## config.mk

```make
export PLATFORM = sky130hd
export DESIGN_NAME = reid_top
export DESIGN_NICKNAME = d
export VERILOG_FILES = /design/src/inc/reid_pkg.sv /design/src/reid_evt_sticky.sv /design/src/reid_lr_evt.sv /design/src/reid_top.sv
export SDC_FILE = /design/constraint.sdc
export NUM_CORES = 1
export LEC_CHECK = 0
export BUFFER_PORTS_ARGS = -buffer_cell sky130_fd_sc_hd__clkbuf_2
export CAP_MARGIN = 20
export CORE_ASPECT_RATIO = 1.5
export CORE_MARGIN = 3
export CORE_UTILIZATION = 42
export DETAILED_ROUTE_END_ITERATION = 8
export HOLD_SLACK_MARGIN = 0.08
export PLACE_DENSITY = 0.74
export SLEW_MARGIN = 40
export SYNTH_ARGS = -nofsm -noshare
export SYNTH_HDL_FRONTEND = slang
export SYNTH_SLANG_ARGS = --single-unit
```

## constraint.sdc

```tcl
create_clock -name CLK -period 2.2 [get_ports CLK]
set_input_delay 0.11 -clock CLK [delete_from_list [all_inputs] [get_ports CLK]]
set_output_delay 0.11 -clock CLK [all_outputs]
set_load 0.005 [all_outputs]
```

## src/inc/reid_pkg.sv

```systemverilog
// Constants shared by the radio event interrupt-enable block.
// Assumes a 32-bit AHB-Lite register bus and single-cycle event pulses.
package reid_pkg;
	localparam int DW = 32;
	localparam int AW = 12;

	// Register byte offsets
	localparam logic [11:0] OFS_EVT_STAT = 12'h000;
	localparam logic [11:0] OFS_EN_SET = 12'h004;
	localparam logic [11:0] OFS_EN_CLR = 12'h008;
	localparam logic [11:0] OFS_MODE_CFG = 12'h00c;

	// Event field positions, shared by status, enable-set and enable-clear
	localparam int BIT_CCA_IDLE = 17;
	localparam int BIT_CCA_BUSY = 18;
	localparam int BIT_CCA_HALTED = 19;
	localparam int BIT_LR_SPEEDUP = 20;
	localparam int BIT_TX_RAMP = 21;
	localparam int BIT_RX_RAMP = 22;
	localparam int BIT_MAC_HIT = 23;
	localparam int BIT_SYNC = 26;
	localparam int BIT_PHY_OVER = 27;

	localparam logic [31:0] FIELD_MASK = 32'h0cfe0000;
	localparam logic [31:0] MASK_CCA = 32'h000e0000;
	localparam logic [31:0] MASK_TX_RAMP = 32'h00200000;
	localparam logic [31:0] MASK_RX_RAMP = 32'h00400000;
	localparam logic [31:0] MASK_MAC_PHY = 32'h08800000;

	// Reset values
	localparam logic [31:0] RST_ENABLE = 32'h00000000;
	localparam logic [31:0] RST_STATUS = 32'h00000000;
	localparam logic [1:0] RST_MODE = 2'h0;

	// Receive mode field of the mode register, bits [1:0]; live rate in [5:4]
	localparam logic [1:0] MODE_OTHER = 2'h0;
	localparam logic [1:0] MODE_LR_SLOW = 2'h1;
	localparam logic [1:0] MODE_LR_FAST = 2'h2;
	localparam logic [1:0] MODE_PAN = 2'h3;
	localparam int MODE_LSB = 0;
	localparam int RATE_LSB = 4;

	// Bus encodings
	localparam logic [2:0] HSIZE_WORD = 3'h2;
	localparam logic [1:0] HTRANS_IDLE = 2'h0;
endpackage

```

## src/reid_evt_sticky.sv

```systemverilog
// Sticky event status bits, one per implemented event field.
// Assumes set and clear vectors are single-cycle strobes in the CLK domain.
`timescale 1ns/100ps
module reid_evt_sticky (
	// Clock and reset
	input wire logic clk,
	input wire logic rst_b,
	// Strobes
	input wire logic [31:0] set_i,
	input wire logic [31:0] clr_i,
	// State
	output logic [31:0] stat_o
);
	genvar gi;
	generate
		for (gi = 0; gi < reid_pkg::DW; gi++) begin : g_bit
			if (reid_pkg::FIELD_MASK[gi]) begin : g_impl
				logic bit_q;
				// A clear in the cycle of a new event must not lose it
				always_ff @(posedge clk or negedge rst_b) begin
					if (!rst_b) begin
						bit_q <= reid_pkg::RST_STATUS[gi];
					end else begin
						bit_q <= set_i[gi] | (bit_q & ~clr_i[gi]);
					end
				end
				assign stat_o[gi] = bit_q;
			end else begin : g_rsvd
				assign stat_o[gi] = 1'b0;
			end
		end
	endgenerate

	a_set_wins_clear: assert property (@(posedge clk) disable iff (!rst_b)
		(set_i & reid_pkg::FIELD_MASK) != 32'h00000000 |=>
		(stat_o & $past(set_i) & reid_pkg::FIELD_MASK) == ($past(set_i) & reid_pkg::FIELD_MASK))
		else $error("event lost against a clear");
	c_set_and_clear: cover property (@(posedge clk) disable iff (!rst_b)
		(set_i & clr_i) != 32'h00000000);
endmodule // reid_evt_sticky

```

## src/reid_lr_evt.sv

```systemverilog
// Receive-rate tracker raising the speed-up and preamble-hint events.
// Assumes rx_active frames one receive transaction and ci_* come from the demodulator.
`timescale 1ns/100ps
module reid_lr_evt (
	// Clock and reset
	input wire logic clk,
	input wire logic rst_b,
	// Configuration
	input wire logic [1:0] mode_i,
	// Receiver status
	input wire logic rx_active,
	input wire logic ci_valid,
	input wire logic ci_fast,
	input wire logic preamble_hint,
	// Events and state
	output logic speedup_q,
	output logic sync_q,
	output logic [1:0] rate_o
);
	typedef enum logic [2:0] {RATE_IDLE, RATE_OTHER, RATE_SLOW, RATE_FAST, RATE_PAN} reid_rate_t;
	reid_rate_t state_q;
	logic boost;
	logic hint_ok;

	assign boost = rx_active && ci_valid && ci_fast && (state_q == RATE_SLOW);
	assign hint_ok = rx_active && preamble_hint &&
		(state_q == RATE_SLOW || state_q == RATE_FAST || state_q == RATE_PAN);

	always_ff @(posedge clk or negedge rst_b) begin
		if (!rst_b) begin
			state_q <= RATE_IDLE;
		end else if (!rx_active) begin
			state_q <= RATE_IDLE;
		end else begin
			case (state_q)
				RATE_IDLE: begin
					case (mode_i)
						reid_pkg::MODE_LR_SLOW: state_q <= RATE_SLOW;
						reid_pkg::MODE_LR_FAST: state_q <= RATE_FAST;
						reid_pkg::MODE_PAN: state_q <= RATE_PAN;
						default: state_q <= RATE_OTHER;
					endcase
				end
				RATE_SLOW: begin
					if (boost) begin
						state_q <= RATE_FAST;
					end
				end
				default: state_q <= state_q;
			endcase
		end
	end

	always_ff @(posedge clk or negedge rst_b) begin
		if (!rst_b) begin
			speedup_q <= 1'b0;
			sync_q <= 1'b0;
		end else begin
			speedup_q <= boost;
			sync_q <= hint_ok;
		end
	end

	always_comb begin
		case (state_q)
			RATE_SLOW: rate_o = reid_pkg::MODE_LR_SLOW;
			RATE_FAST: rate_o = reid_pkg::MODE_LR_FAST;
			RATE_PAN: rate_o = reid_pkg::MODE_PAN;
			default: rate_o = reid_pkg::MODE_OTHER;
		endcase
	end

	a_speedup_switch: assert property (@(posedge clk) disable iff (!rst_b)
		boost |=> speedup_q && state_q == RATE_FAST)
		else $error("speed-up event or rate switch missing");
	a_sync_coded_mode: assert property (@(posedge clk) disable iff (!rst_b)
		sync_q |-> $past(rx_active) && $past(preamble_hint) && $past(state_q) != RATE_OTHER)
		else $error("sync event outside a coded receive");
	a_sync_hint_only: assert property (@(posedge clk) disable iff (!rst_b)
		hint_ok && !ci_valid && $past(rx_active) && rx_active |=> state_q == $past(state_q) || !rx_active)
		else $error("preamble hint altered the rate state");
	c_speedup: cover property (@(posedge clk) disable iff (!rst_b) boost ##1 sync_q);
endmodule // reid_lr_evt

```

## src/reid_top.sv

```systemverilog
// Radio event interrupt enable set/clear registers with sticky event status.
// Assumes an AHB-Lite master with word-only single transfers and one-cycle event pulses.
//
// Design decisions made here: register access over AHB-Lite and the placing of the registers.
`timescale 1ns/100ps
module reid_top (
	// Clock and reset
	input wire logic CLK,
	input wire logic RST_B,
	// AHB-Lite slave
	input wire logic HSEL,
	input wire logic [31:0] HADDR,
	input wire logic [1:0] HTRANS,
	input wire logic HWRITE,
	input wire logic [2:0] HSIZE,
	input wire logic [31:0] HWDATA,
	input wire logic HREADY,
	output logic [31:0] HRDATA,
	output logic HREADYOUT,
	output logic HRESP,
	// Radio event pulses
	input wire logic CHANNEL_CLEAR_IDLE_EVT,
	input wire logic CHANNEL_ASSESS_BUSY_EVT,
	input wire logic CHANNEL_ASSESS_HALTED_EVT,
	input wire logic TRANSMIT_RAMP_DONE_EVT,
	input wire logic RECEIVE_RAMP_DONE_EVT,
	input wire logic MAC_HEADER_HIT_EVT,
	input wire logic PHY_FRAME_OVER_EVT,
	// Receiver status
	input wire logic RX_ACTIVE,
	input wire logic CODING_INDICATOR_VALID,
	input wire logic CODING_INDICATOR_FAST,
	input wire logic PREAMBLE_HINT,
	// Generated events and interrupt
	output logic LONG_RANGE_SPEEDUP_EVT,
	output logic SYNC_HINT_EVT,
	output logic IRQ
);
	// Bus data phase state
	logic dph_valid_q;
	logic dph_write_q;
	logic [11:0] dph_addr_q;
	logic rd_wait_q;
	logic [31:0] hrdata_q;
	logic addr_take;
	logic wr_en;
	logic sel_stat;
	logic sel_set;
	logic sel_clr;
	logic sel_mode;

	// Register state
	logic [31:0] en_q;
	logic [1:0] mode_q;
	logic [31:0] stat;
	logic [31:0] evt_set;
	logic [31:0] stat_clr;
	logic [31:0] en_set;
	logic [31:0] en_clr;
	logic [31:0] rd_mux;
	logic [1:0] rate;
	logic speedup;
	logic sync_hint;

	// Address phase is taken only for word transfers; other sizes are ignored
	assign addr_take = HSEL && HREADY && HTRANS[1] && (HSIZE == reid_pkg::HSIZE_WORD);
	assign wr_en = dph_valid_q && dph_write_q;

	// Register selects, valid through the whole data phase
	assign sel_stat = (dph_addr_q == reid_pkg::OFS_EVT_STAT);
	assign sel_set = (dph_addr_q == reid_pkg::OFS_EN_SET);
	assign sel_clr = (dph_addr_q == reid_pkg::OFS_EN_CLR);
	assign sel_mode = (dph_addr_q == reid_pkg::OFS_MODE_CFG);

	always_ff @(posedge CLK or negedge RST_B) begin
		if (!RST_B) begin
			dph_valid_q <= 1'b0;
			dph_write_q <= 1'b0;
			dph_addr_q <= 12'h000;
		end else if (HREADY) begin
			dph_valid_q <= addr_take;
			dph_write_q <= addr_take && HWRITE;
			dph_addr_q <= HADDR[11:0];
		end
	end

	// One wait state on reads lets read data come from a flop with no
	// hazard against a write completing in the same cycle
	always_ff @(posedge CLK or negedge RST_B) begin
		if (!RST_B) begin
			rd_wait_q <= 1'b0;
		end else if (rd_wait_q) begin
			rd_wait_q <= 1'b0;
		end else if (addr_take && !HWRITE) begin
			rd_wait_q <= 1'b1;
		end
	end

	always_comb begin
		case (dph_addr_q)
			reid_pkg::OFS_EVT_STAT: rd_mux = stat;
			reid_pkg::OFS_EN_SET: rd_mux = en_q;
			reid_pkg::OFS_EN_CLR: rd_mux = en_q;
			reid_pkg::OFS_MODE_CFG: begin
				rd_mux = 32'h00000000;
				rd_mux[reid_pkg::MODE_LSB +: 2] = mode_q;
				rd_mux[reid_pkg::RATE_LSB +: 2] = rate;
			end
			default: rd_mux = 32'h00000000;
		endcase
	end

	always_ff @(posedge CLK or negedge RST_B) begin
		if (!RST_B) begin
			hrdata_q <= 32'h00000000;
		end else if (rd_wait_q) begin
			hrdata_q <= rd_mux;
		end
	end

	assign HRDATA = hrdata_q;
	assign HREADYOUT = !rd_wait_q;
	assign HRESP = 1'b0;

	// Enable write strobes masked to implemented fields, status clear strobe unmasked; a zero bit never acts
	assign en_set = (wr_en && sel_set) ? (HWDATA & reid_pkg::FIELD_MASK) : 32'h00000000;
	assign en_clr = (wr_en && sel_clr) ? (HWDATA & reid_pkg::FIELD_MASK) : 32'h00000000;
	assign stat_clr = (wr_en && sel_stat) ? HWDATA : 32'h00000000;

	always_ff @(posedge CLK or negedge RST_B) begin
		if (!RST_B) begin
			en_q <= reid_pkg::RST_ENABLE;
		end else begin
			en_q <= (en_q | en_set) & ~en_clr;
		end
	end

	always_ff @(posedge CLK or negedge RST_B) begin
		if (!RST_B) begin
			mode_q <= reid_pkg::RST_MODE;
		end else if (wr_en && sel_mode) begin
			mode_q <= HWDATA[reid_pkg::MODE_LSB +: 2];
		end
	end

	// The rate tracker looks at the mode only when a receive starts
	reid_lr_evt u_lr_evt (
		.clk(CLK),
		.rst_b(RST_B),
		.mode_i(mode_q),
		.rx_active(RX_ACTIVE),
		.ci_valid(CODING_INDICATOR_VALID),
		.ci_fast(CODING_INDICATOR_FAST),
		.preamble_hint(PREAMBLE_HINT),
		.speedup_q(speedup),
		.sync_q(sync_hint),
		.rate_o(rate)
	);

	// Event vector in the shared field layout
	always_comb begin
		evt_set = 32'h00000000;
		evt_set[reid_pkg::BIT_CCA_IDLE] = CHANNEL_CLEAR_IDLE_EVT;
		evt_set[reid_pkg::BIT_CCA_BUSY] = CHANNEL_ASSESS_BUSY_EVT;
		evt_set[reid_pkg::BIT_CCA_HALTED] = CHANNEL_ASSESS_HALTED_EVT;
		evt_set[reid_pkg::BIT_LR_SPEEDUP] = speedup;
		evt_set[reid_pkg::BIT_TX_RAMP] = TRANSMIT_RAMP_DONE_EVT;
		evt_set[reid_pkg::BIT_RX_RAMP] = RECEIVE_RAMP_DONE_EVT;
		evt_set[reid_pkg::BIT_MAC_HIT] = MAC_HEADER_HIT_EVT;
		evt_set[reid_pkg::BIT_SYNC] = sync_hint;
		evt_set[reid_pkg::BIT_PHY_OVER] = PHY_FRAME_OVER_EVT;
	end

	// Status shows an event one cycle after its pulse; software clears it by writing ones
	reid_evt_sticky u_sticky (
		.clk(CLK),
		.rst_b(RST_B),
		.set_i(evt_set),
		.clr_i(stat_clr),
		.stat_o(stat)
	);

	assign LONG_RANGE_SPEEDUP_EVT = speedup;
	assign SYNC_HINT_EVT = sync_hint;
	// Status records events even while disabled; only the line is gated
	assign IRQ = |(stat & en_q);

	a_cca_clear: assert property (@(posedge CLK) disable iff (!RST_B)
		en_clr != 32'h00000000 && en_set == 32'h00000000 |=>
		(en_q & $past(HWDATA) & reid_pkg::MASK_CCA) == 32'h00000000 &&
		(en_q & ~$past(HWDATA)) == ($past(en_q) & ~$past(HWDATA)))
		else $error("enable clear touched wrong fields");
	a_tx_ramp_clear: assert property (@(posedge CLK) disable iff (!RST_B)
		(en_clr & reid_pkg::MASK_TX_RAMP) != 32'h00000000 |=>
		((en_q & reid_pkg::MASK_TX_RAMP) == 32'h00000000) [*2] or
		(((en_q & reid_pkg::MASK_TX_RAMP) == 32'h00000000) ##1 ($past(en_set) != 32'h00000000)))
		else $error("transmit ramp enable not cleared");
	a_rx_ramp_clear: assert property (@(posedge CLK) disable iff (!RST_B)
		wr_en && dph_addr_q == reid_pkg::OFS_EN_CLR && HWDATA[reid_pkg::BIT_RX_RAMP] |=>
		!en_q[reid_pkg::BIT_RX_RAMP] && !IRQ || !en_q[reid_pkg::BIT_RX_RAMP])
		else $error("receive ramp enable not cleared");
	a_mac_phy_clear: assert property (@(posedge CLK) disable iff (!RST_B)
		(en_clr & reid_pkg::MASK_MAC_PHY) != 32'h00000000 |=>
		(en_q & $past(en_clr) & reid_pkg::MASK_MAC_PHY) == 32'h00000000)
		else $error("header-hit or frame-over enable not cleared");
	a_speedup_status: assert property (@(posedge CLK) disable iff (!RST_B)
		speedup |=> stat[reid_pkg::BIT_LR_SPEEDUP])
		else $error("speed-up event not recorded");
	a_sync_status: assert property (@(posedge CLK) disable iff (!RST_B)
		sync_hint && en_q[reid_pkg::BIT_SYNC] && en_clr == 32'h00000000 |=> IRQ)
		else $error("enabled sync event raised no interrupt");
	a_zero_write_idle: assert property (@(posedge CLK) disable iff (!RST_B)
		wr_en && (dph_addr_q == reid_pkg::OFS_EN_SET || dph_addr_q == reid_pkg::OFS_EN_CLR) &&
		HWDATA == 32'h00000000 |=> en_q == $past(en_q))
		else $error("zero write changed enables");
	a_read_enable: assert property (@(posedge CLK) disable iff (!RST_B)
		rd_wait_q && (dph_addr_q == reid_pkg::OFS_EN_SET || dph_addr_q == reid_pkg::OFS_EN_CLR)
		|=> HREADYOUT && HRDATA == en_q)
		else $error("enable read returned wrong value");
	a_read_wait_one: assert property (@(posedge CLK) disable iff (!RST_B)
		addr_take && !HWRITE |=> !HREADYOUT ##1 HREADYOUT)
		else $error("read wait state not exactly one cycle");

	// Data phase checks
	a_write_no_wait: assert property (@(posedge CLK) disable iff (!RST_B)
		addr_take && HWRITE |=> HREADYOUT)
		else $error("write inserted a wait state");
	a_rdata_hold: assert property (@(posedge CLK) disable iff (!RST_B)
		!rd_wait_q |=> $stable(HRDATA))
		else $error("read data changed outside a read");
	a_read_status: assert property (@(posedge CLK) disable iff (!RST_B)
		rd_wait_q && sel_stat |=> HRDATA == $past(stat))
		else $error("status read returned wrong value");
	a_read_mode: assert property (@(posedge CLK) disable iff (!RST_B)
		rd_wait_q && sel_mode |=>
		HRDATA[reid_pkg::MODE_LSB +: 2] == $past(mode_q) && HRDATA[reid_pkg::RATE_LSB +: 2] == $past(rate))
		else $error("mode read returned wrong value");
	a_read_unmapped: assert property (@(posedge CLK) disable iff (!RST_B)
		rd_wait_q && !sel_stat && !sel_set && !sel_clr && !sel_mode |=> HRDATA == 32'h00000000)
		else $error("unmapped read returned nonzero data");
	a_mode_write: assert property (@(posedge CLK) disable iff (!RST_B)
		wr_en && sel_mode |=> mode_q == $past(HWDATA[reid_pkg::MODE_LSB +: 2]))
		else $error("mode write not taken");

	// Enable and status checks
	a_cca_others_kept: assert property (@(posedge CLK) disable iff (!RST_B)
		(en_clr & reid_pkg::MASK_CCA) != 32'h00000000 |=>
		(en_q & ~reid_pkg::MASK_CCA) == ($past(en_q) & ~$past(en_clr) & ~reid_pkg::MASK_CCA))
		else $error("channel-assessment clear disturbed other enables");
	a_tx_clear_quiet: assert property (@(posedge CLK) disable iff (!RST_B)
		(en_clr & reid_pkg::MASK_TX_RAMP) != 32'h00000000 |=>
		(stat & en_q & reid_pkg::MASK_TX_RAMP) == 32'h00000000)
		else $error("cleared transmit ramp enable still feeds the interrupt");
	a_rx_clear_quiet: assert property (@(posedge CLK) disable iff (!RST_B)
		(en_clr & reid_pkg::MASK_RX_RAMP) != 32'h00000000 |=>
		(stat & en_q & reid_pkg::MASK_RX_RAMP) == 32'h00000000)
		else $error("cleared receive ramp enable still feeds the interrupt");
	a_mac_phy_kept: assert property (@(posedge CLK) disable iff (!RST_B)
		(en_clr & reid_pkg::MASK_MAC_PHY) != 32'h00000000 |=>
		(en_q & ~reid_pkg::MASK_MAC_PHY) == ($past(en_q) & ~$past(en_clr) & ~reid_pkg::MASK_MAC_PHY))
		else $error("header-hit or frame-over clear disturbed other enables");
	a_speedup_disable: assert property (@(posedge CLK) disable iff (!RST_B)
		en_clr[reid_pkg::BIT_LR_SPEEDUP] |=> !en_q[reid_pkg::BIT_LR_SPEEDUP])
		else $error("speed-up enable not cleared");
	a_sync_disable: assert property (@(posedge CLK) disable iff (!RST_B)
		en_clr[reid_pkg::BIT_SYNC] |=> !en_q[reid_pkg::BIT_SYNC])
		else $error("sync enable not cleared");
	a_sync_recorded: assert property (@(posedge CLK) disable iff (!RST_B)
		sync_hint |=> stat[reid_pkg::BIT_SYNC])
		else $error("sync event not recorded");
	a_set_write: assert property (@(posedge CLK) disable iff (!RST_B)
		wr_en && sel_set |=>
		(en_q & $past(HWDATA) & reid_pkg::FIELD_MASK) == ($past(HWDATA) & reid_pkg::FIELD_MASK))
		else $error("enable set write not taken");
	a_set_others_kept: assert property (@(posedge CLK) disable iff (!RST_B)
		wr_en && sel_set |=> (en_q & ~$past(HWDATA)) == ($past(en_q) & ~$past(HWDATA)))
		else $error("zero bits of an enable set write changed enables");
	a_reserved_zero: assert property (@(posedge CLK) disable iff (!RST_B)
		(en_q & ~reid_pkg::FIELD_MASK) == 32'h00000000 && (stat & ~reid_pkg::FIELD_MASK) == 32'h00000000)
		else $error("reserved enable or status bit set");
	a_clear_keeps_status: assert property (@(posedge CLK) disable iff (!RST_B)
		en_clr != 32'h00000000 |=> (stat & $past(stat)) == $past(stat))
		else $error("disabling an event cleared its status");
	a_status_clear: assert property (@(posedge CLK) disable iff (!RST_B)
		stat_clr != 32'h00000000 |=> (stat & $past(stat_clr) & ~$past(evt_set)) == 32'h00000000)
		else $error("status bit not cleared by write of one");
	a_status_keeps_en: assert property (@(posedge CLK) disable iff (!RST_B)
		stat_clr != 32'h00000000 |=> en_q == $past(en_q))
		else $error("status write changed enables");

	c_enable_then_disable: cover property (@(posedge CLK) disable iff (!RST_B)
		en_set != 32'h00000000 ##[1:20] en_clr != 32'h00000000);
	c_irq_raise: cover property (@(posedge CLK) disable iff (!RST_B) $rose(IRQ));
	c_status_clear: cover property (@(posedge CLK) disable iff (!RST_B)
		stat_clr != 32'h00000000 && stat != 32'h00000000);
endmodule // reid_top

```

* Word-level counts from Yosys, hierarchy flattened
Index checks and enable logic that the tools add are counted.
Word-level totals: word-level logic and storage cells 97, register bits 95
Cells by class: eq/ne operators 12, reductions and logical operators 24, muxes and demuxes 11, bitwise operators 31
Operator list (count):
- $pmux W32 S3 | 1
- $mux W28 | 3
- $and A28 B32 Y32 | 1
- $and A32 B32 Y32 | 1
- $not A28 Y32 | 1
- $or A32 B28 Y32 | 1
- $reduce_or A32 Y1 | 1
- $eq A12 B4 Y1 const B | 2
- $logic_and A1 B1 Y1 | 15
- $eq A12 B3 Y1 const B | 1
- $logic_not A12 Y1 | 1
- $and A1 B1 Y1 | 9
- $eq A3 B2 Y1 const B | 3
- $not A1 Y1 | 9
- $or A1 B1 Y1 | 9
- $pmux W3 S3 | 1
- $mux W3 | 2
- $pmux W2 S3 | 1
- $pmux W3 S2 | 1
- $eq A2 B2 Y1 const B | 2
- $eq A3 B3 Y1 const B | 1
- $logic_not A3 Y1 | 1
- $ne A3 B1 Y1 const B | 1
- $ne A3 B2 Y1 const B | 1
- other kinds (6) | 9

* Logic depth before layout (Yosys ltp)
depth in word-level cells 6, mapped depth 4, gate-level depth less buffers 4

* Cells and area by module
Synthesis repeated with hierarchy kept, for this count alone.
Second synthesis, totals: cells, all modules 358, area, all modules 3728.6 um^2
Modules (own cells, without submodules):
- reid_top | instances 1, area each 2855.2 um^2, cells an instance 270
- reid_evt_sticky | instances 1, area each 570.5 um^2, cells an instance 60
- reid_lr_evt | instances 1, area each 302.8 um^2, cells an instance 28

* Worst setup path before layout
OpenSTA, ideal clock, no wires.
path type register to register, start register dph_addr_q[9], end register u_sticky.g_bit[17].g_impl.bit_q, buffers on the path 0, path slack 0.423 ns, stages on the path, launching flop included 5, library setup time 0.118 ns, data arrival time 1.659 ns, data required time 2.082 ns, cell sequence dfrtp_1 -> or4_4 -> nor4_4 -> nand2_1 -> a21o_1
Between the ends: cells in the longest elaborated chain, start to end 6
Ends and longest elaborated chain:
- start, declared | RTL line reid_top.sv:42 | logic [11:0] dph_addr_q;
- start signal, assigned | RTL line reid_top.sv:83 | dph_addr_q <= HADDR[11:0];
- $logic_not A12 Y1 | RTL line reid_top.sv:70 | assign sel_stat = (dph_addr_q == reid_pkg::OFS_EVT_STAT);
- $logic_and A1 B1 Y1 | RTL line reid_top.sv:128 | assign stat_clr = (wr_en && sel_stat) ? HWDATA : 32'h00000000;
- $mux W28 | RTL line reid_top.sv:128
- $not A1 Y1 | RTL line reid_evt_sticky.sv:24 | bit_q <= set_i[gi] | (bit_q & ~clr_i[gi]);
- $and A1 B1 Y1 | RTL line reid_evt_sticky.sv:24
- $or A1 B1 Y1 | RTL line reid_evt_sticky.sv:24
- end signal, assigned | RTL line reid_evt_sticky.sv:22 | bit_q <= reid_pkg::RST_STATUS[gi];
- end signal, assigned | RTL line reid_evt_sticky.sv:24
- end, declared | RTL line reid_evt_sticky.sv:18 | logic bit_q;
No other way between the ends. A chain may end at the register's enable or synchronous reset.

* Final worst setup path
start register dph_addr_q[9], end register hrdata_q[17] (netlist: HRDATA[17])
Between the ends: cells in the longest elaborated chain, start to end 3
Ends and longest elaborated chain:
- $eq A12 B3 Y1 / $eq A12 B4 Y1 (equally long branches) | RTL line reid_top.sv:100 | case (dph_addr_q)
- $reduce_or A2 Y1 (no line)
- $pmux W32 S3 * | RTL line reid_top.sv:100
- end signal, assigned | RTL line reid_top.sv:117 | hrdata_q <= rd_mux;
- end, declared | RTL line reid_top.sv:44 | logic [31:0] hrdata_q;
Every way passes the cells marked *; elsewhere a longest branch is shown, timed or not.

==> reports/qor.yml <==
peakVddDrop_v: 0.000387
yosysWarningCount: 0
die_y_um: 99.9
synth_cell_types: 32
power.total_uw: 1820
wirelength_um: 5570
h-tree-depth: 2
initial_core_util_pct: 44.3
clk_pin_slew_ns: 0.09
ant_nets: 0
syn_area_per_cell_um2: 11.5
die_w_um: 68.6
ios: 122
slew_violations: 0
firstDrtPassIters: 4
critPathRequiredTime_ns: 2.45
crit_arrival_ns: 2.20
period_share_pct: 88.5
stdcell_count: 390
power.leakage_uw: 0.00162
grt_pass1_vias: 1998
rsz0062_at_grt: "false"
cp_max_fo: 9
r2r_start: "dph_addr_q[9]"
first_iter_violations: 101
cts_made_buffers: 5
hold_slack_ns: 0.0800
synth.area.top_cells: "dfrtp_1, mux2_2, buf_4, a21o_1, a21oi_1"
vias: 1967
max_cap_viol_count: 0
synth-edff-count: 0
io_buffers: 59
synth_top_area_share_pct: 53.8
gp_congestion: 0.743
synth-seq-cells: 53
outcome: "complete, no violations"
dpl.hpwl_um: 3980
synthFlopType: "dfrtp_1"
cts_buffer_depth: 2
ys_seq_area_share_pct: 53.8
power_density_nw_per_um2: 557
synth_area_leader_cell: "dfrtp_1"
yosysMostFrequentCell: "dfrtp_1"
core_area_um2: 5570
max_freq_mhz: 514
drive_above_1_share_pct: 29.1
worstSkewPairLatency_ns: 0.31
grt_max_degree: 29
finalSetupViolations: 0
start_kind: "flop"
wl_per_cell_um: 14.3
rows: 33
n_antenna_cell: 0
grt_overflow_total: 0
worst_pin_slew_ns: 0.715
async_reset_ff_share_pct: 100
worstSetupStartpoint: "dph_addr_q[9]"
die_area_um2: 6850
fill_cells: 495
post-place-cells: 346
cts_root_buf: "clkbuf_8"
slew_headroom_pct: 52.3
worstHoldStart: "CODING_INDICATOR_FAST"
hold_class: "primary input to flop"
cts.sinks: 53
synth_area_um2: 2470
period_needed_ns: 1.95
synth.top_cells.by_count: "dfrtp_1, a21oi_1, buf_4, a21o_1"
vias_per_cell: 5.04
fin_nets: 407
setup_tns_ns: 0
tritoncts: "yes"
syn-instance-count: 215
fin_worst_skew_ns: 0.0101
grt_usage_pct: 17.6
grt_pass1_wl_um: 9110
finalHoldViolations: 0
antenna_found_initial: 0
cp-end-kind: "flop"
synthToLayoutAreaGrowth_pct: 32.4
drc_errors: 0
critical_path_class: "flop to flop"
[cell type report]
type                    count  area [um2]  area share [%]
repair buffers            101         701            21.4
flip-flops and latches     53        1330            40.6
well taps                  70        87.6            2.68
multi-input cells         150        1020            31.3
clock inverters             1        5.00           0.153
inverters                   8        30.0           0.919
clock buffers               7        96.3            2.95
[per-layer routing]
metal,part of all wire [%],routed length [um],vias up,track usage (%)
met2,53,2940,74,31.6
li1,-,-,948,-
met1,39,2200,938,20.5
met4,1.7,95,0,6.43
met3,6.0,334,7,2.46
met5,0,0,-,0
[cell families after synthesis]
family | count (synthesis) | share of synthesized area (%)
xor+xnor | 2 | 0.710
other cells | 1 | 0.152
fa+ha+maj | 3 | 1.52
flops | 53 | 53.8
mux | 14 | 6.39
simple gates | 50 | 12.6
compound gates | 61 | 17.1
buf+inv | 31 | 7.76
[final timing paths]
check | endpoint | slack (ns) | cells after the start
max | HRDATA[17] | 0.25 | 4
min in group asynchronous | en_q[18] | 0.38 | 2
min reg2reg | u_sticky.g_bit[26].g_impl.bit_q | 0.46 | 1
max reg2reg | HRDATA[17] | 0.25 | 4
min | u_lr_evt.speedup_q | 0.08 | 3
max in group asynchronous | dph_addr_q[2] | 1.15 | 3
[what timing repair did]
item | CTS | global route
hold buffers | 36 | 0
endpoints found under the hold margin | 60 | 0
buffers inserted | 0 | 0
gates resized for setup | 0 | 0
[power by group]
group / total, uW / internal (uW) / switching, uW / leakage, uW
logic: 190 / 106 / 84.2 / 0.000898
registers: 1030 / 1000 / 29.6 / 0.000672
clock network: 601 / 285 / 316 / 0.0000542
total: 1820 / 1390 / 429 / 0.00162
[flip-flops by register name, indices dropped and copies added (netlist names)]
signal	cells
u_lr_evt.state_q	3
dph_valid_q	1
en_q	9
u_lr_evt.speedup_q	1
u_sticky.g_bit.g_impl.bit_q	9
mode_q	2
rd_wait_q	1
dph_addr_q	12
u_lr_evt.sync_q	1
dph_write_q	1
HRDATA	13
[through the flow]
step                      util, %  cell area (um2)  setup WS, ns
final                        58.6             3270         0.253
after global placement       50.3             2810         0.292
after global routing         58.6             3270        0.0975
after detailed placement     50.3             2810         0.250
after floorplan                 -             2540         0.423
after CTS                    58.6             3270         0.229
[layout by cell type (no fill, tap or decap), drive strengths merged, types with 2 or more instances in the layout]
master / count
dfrtp: 53
mux2: 14
nor3: 3
inv: 8
a21o: 18
xor2: 2
buf: 6
nor4: 4
nor2: 10
nand2: 11
nand3: 14
conb: 20
o2bb2ai: 9
dlygate4sd3: 36
o21ai: 2
ha: 3
a22o: 5
a21oi: 21
or4: 2
clkbuf: 66
[critical path, stage by stage (launching register included)]
cell and delay, ns:
dfrtp_1 0.44, or4_4 0.60, nor3_1 0.19, nor3b_4 0.47
a21o_1 0.19
Power figures use the tool's default switching activity.
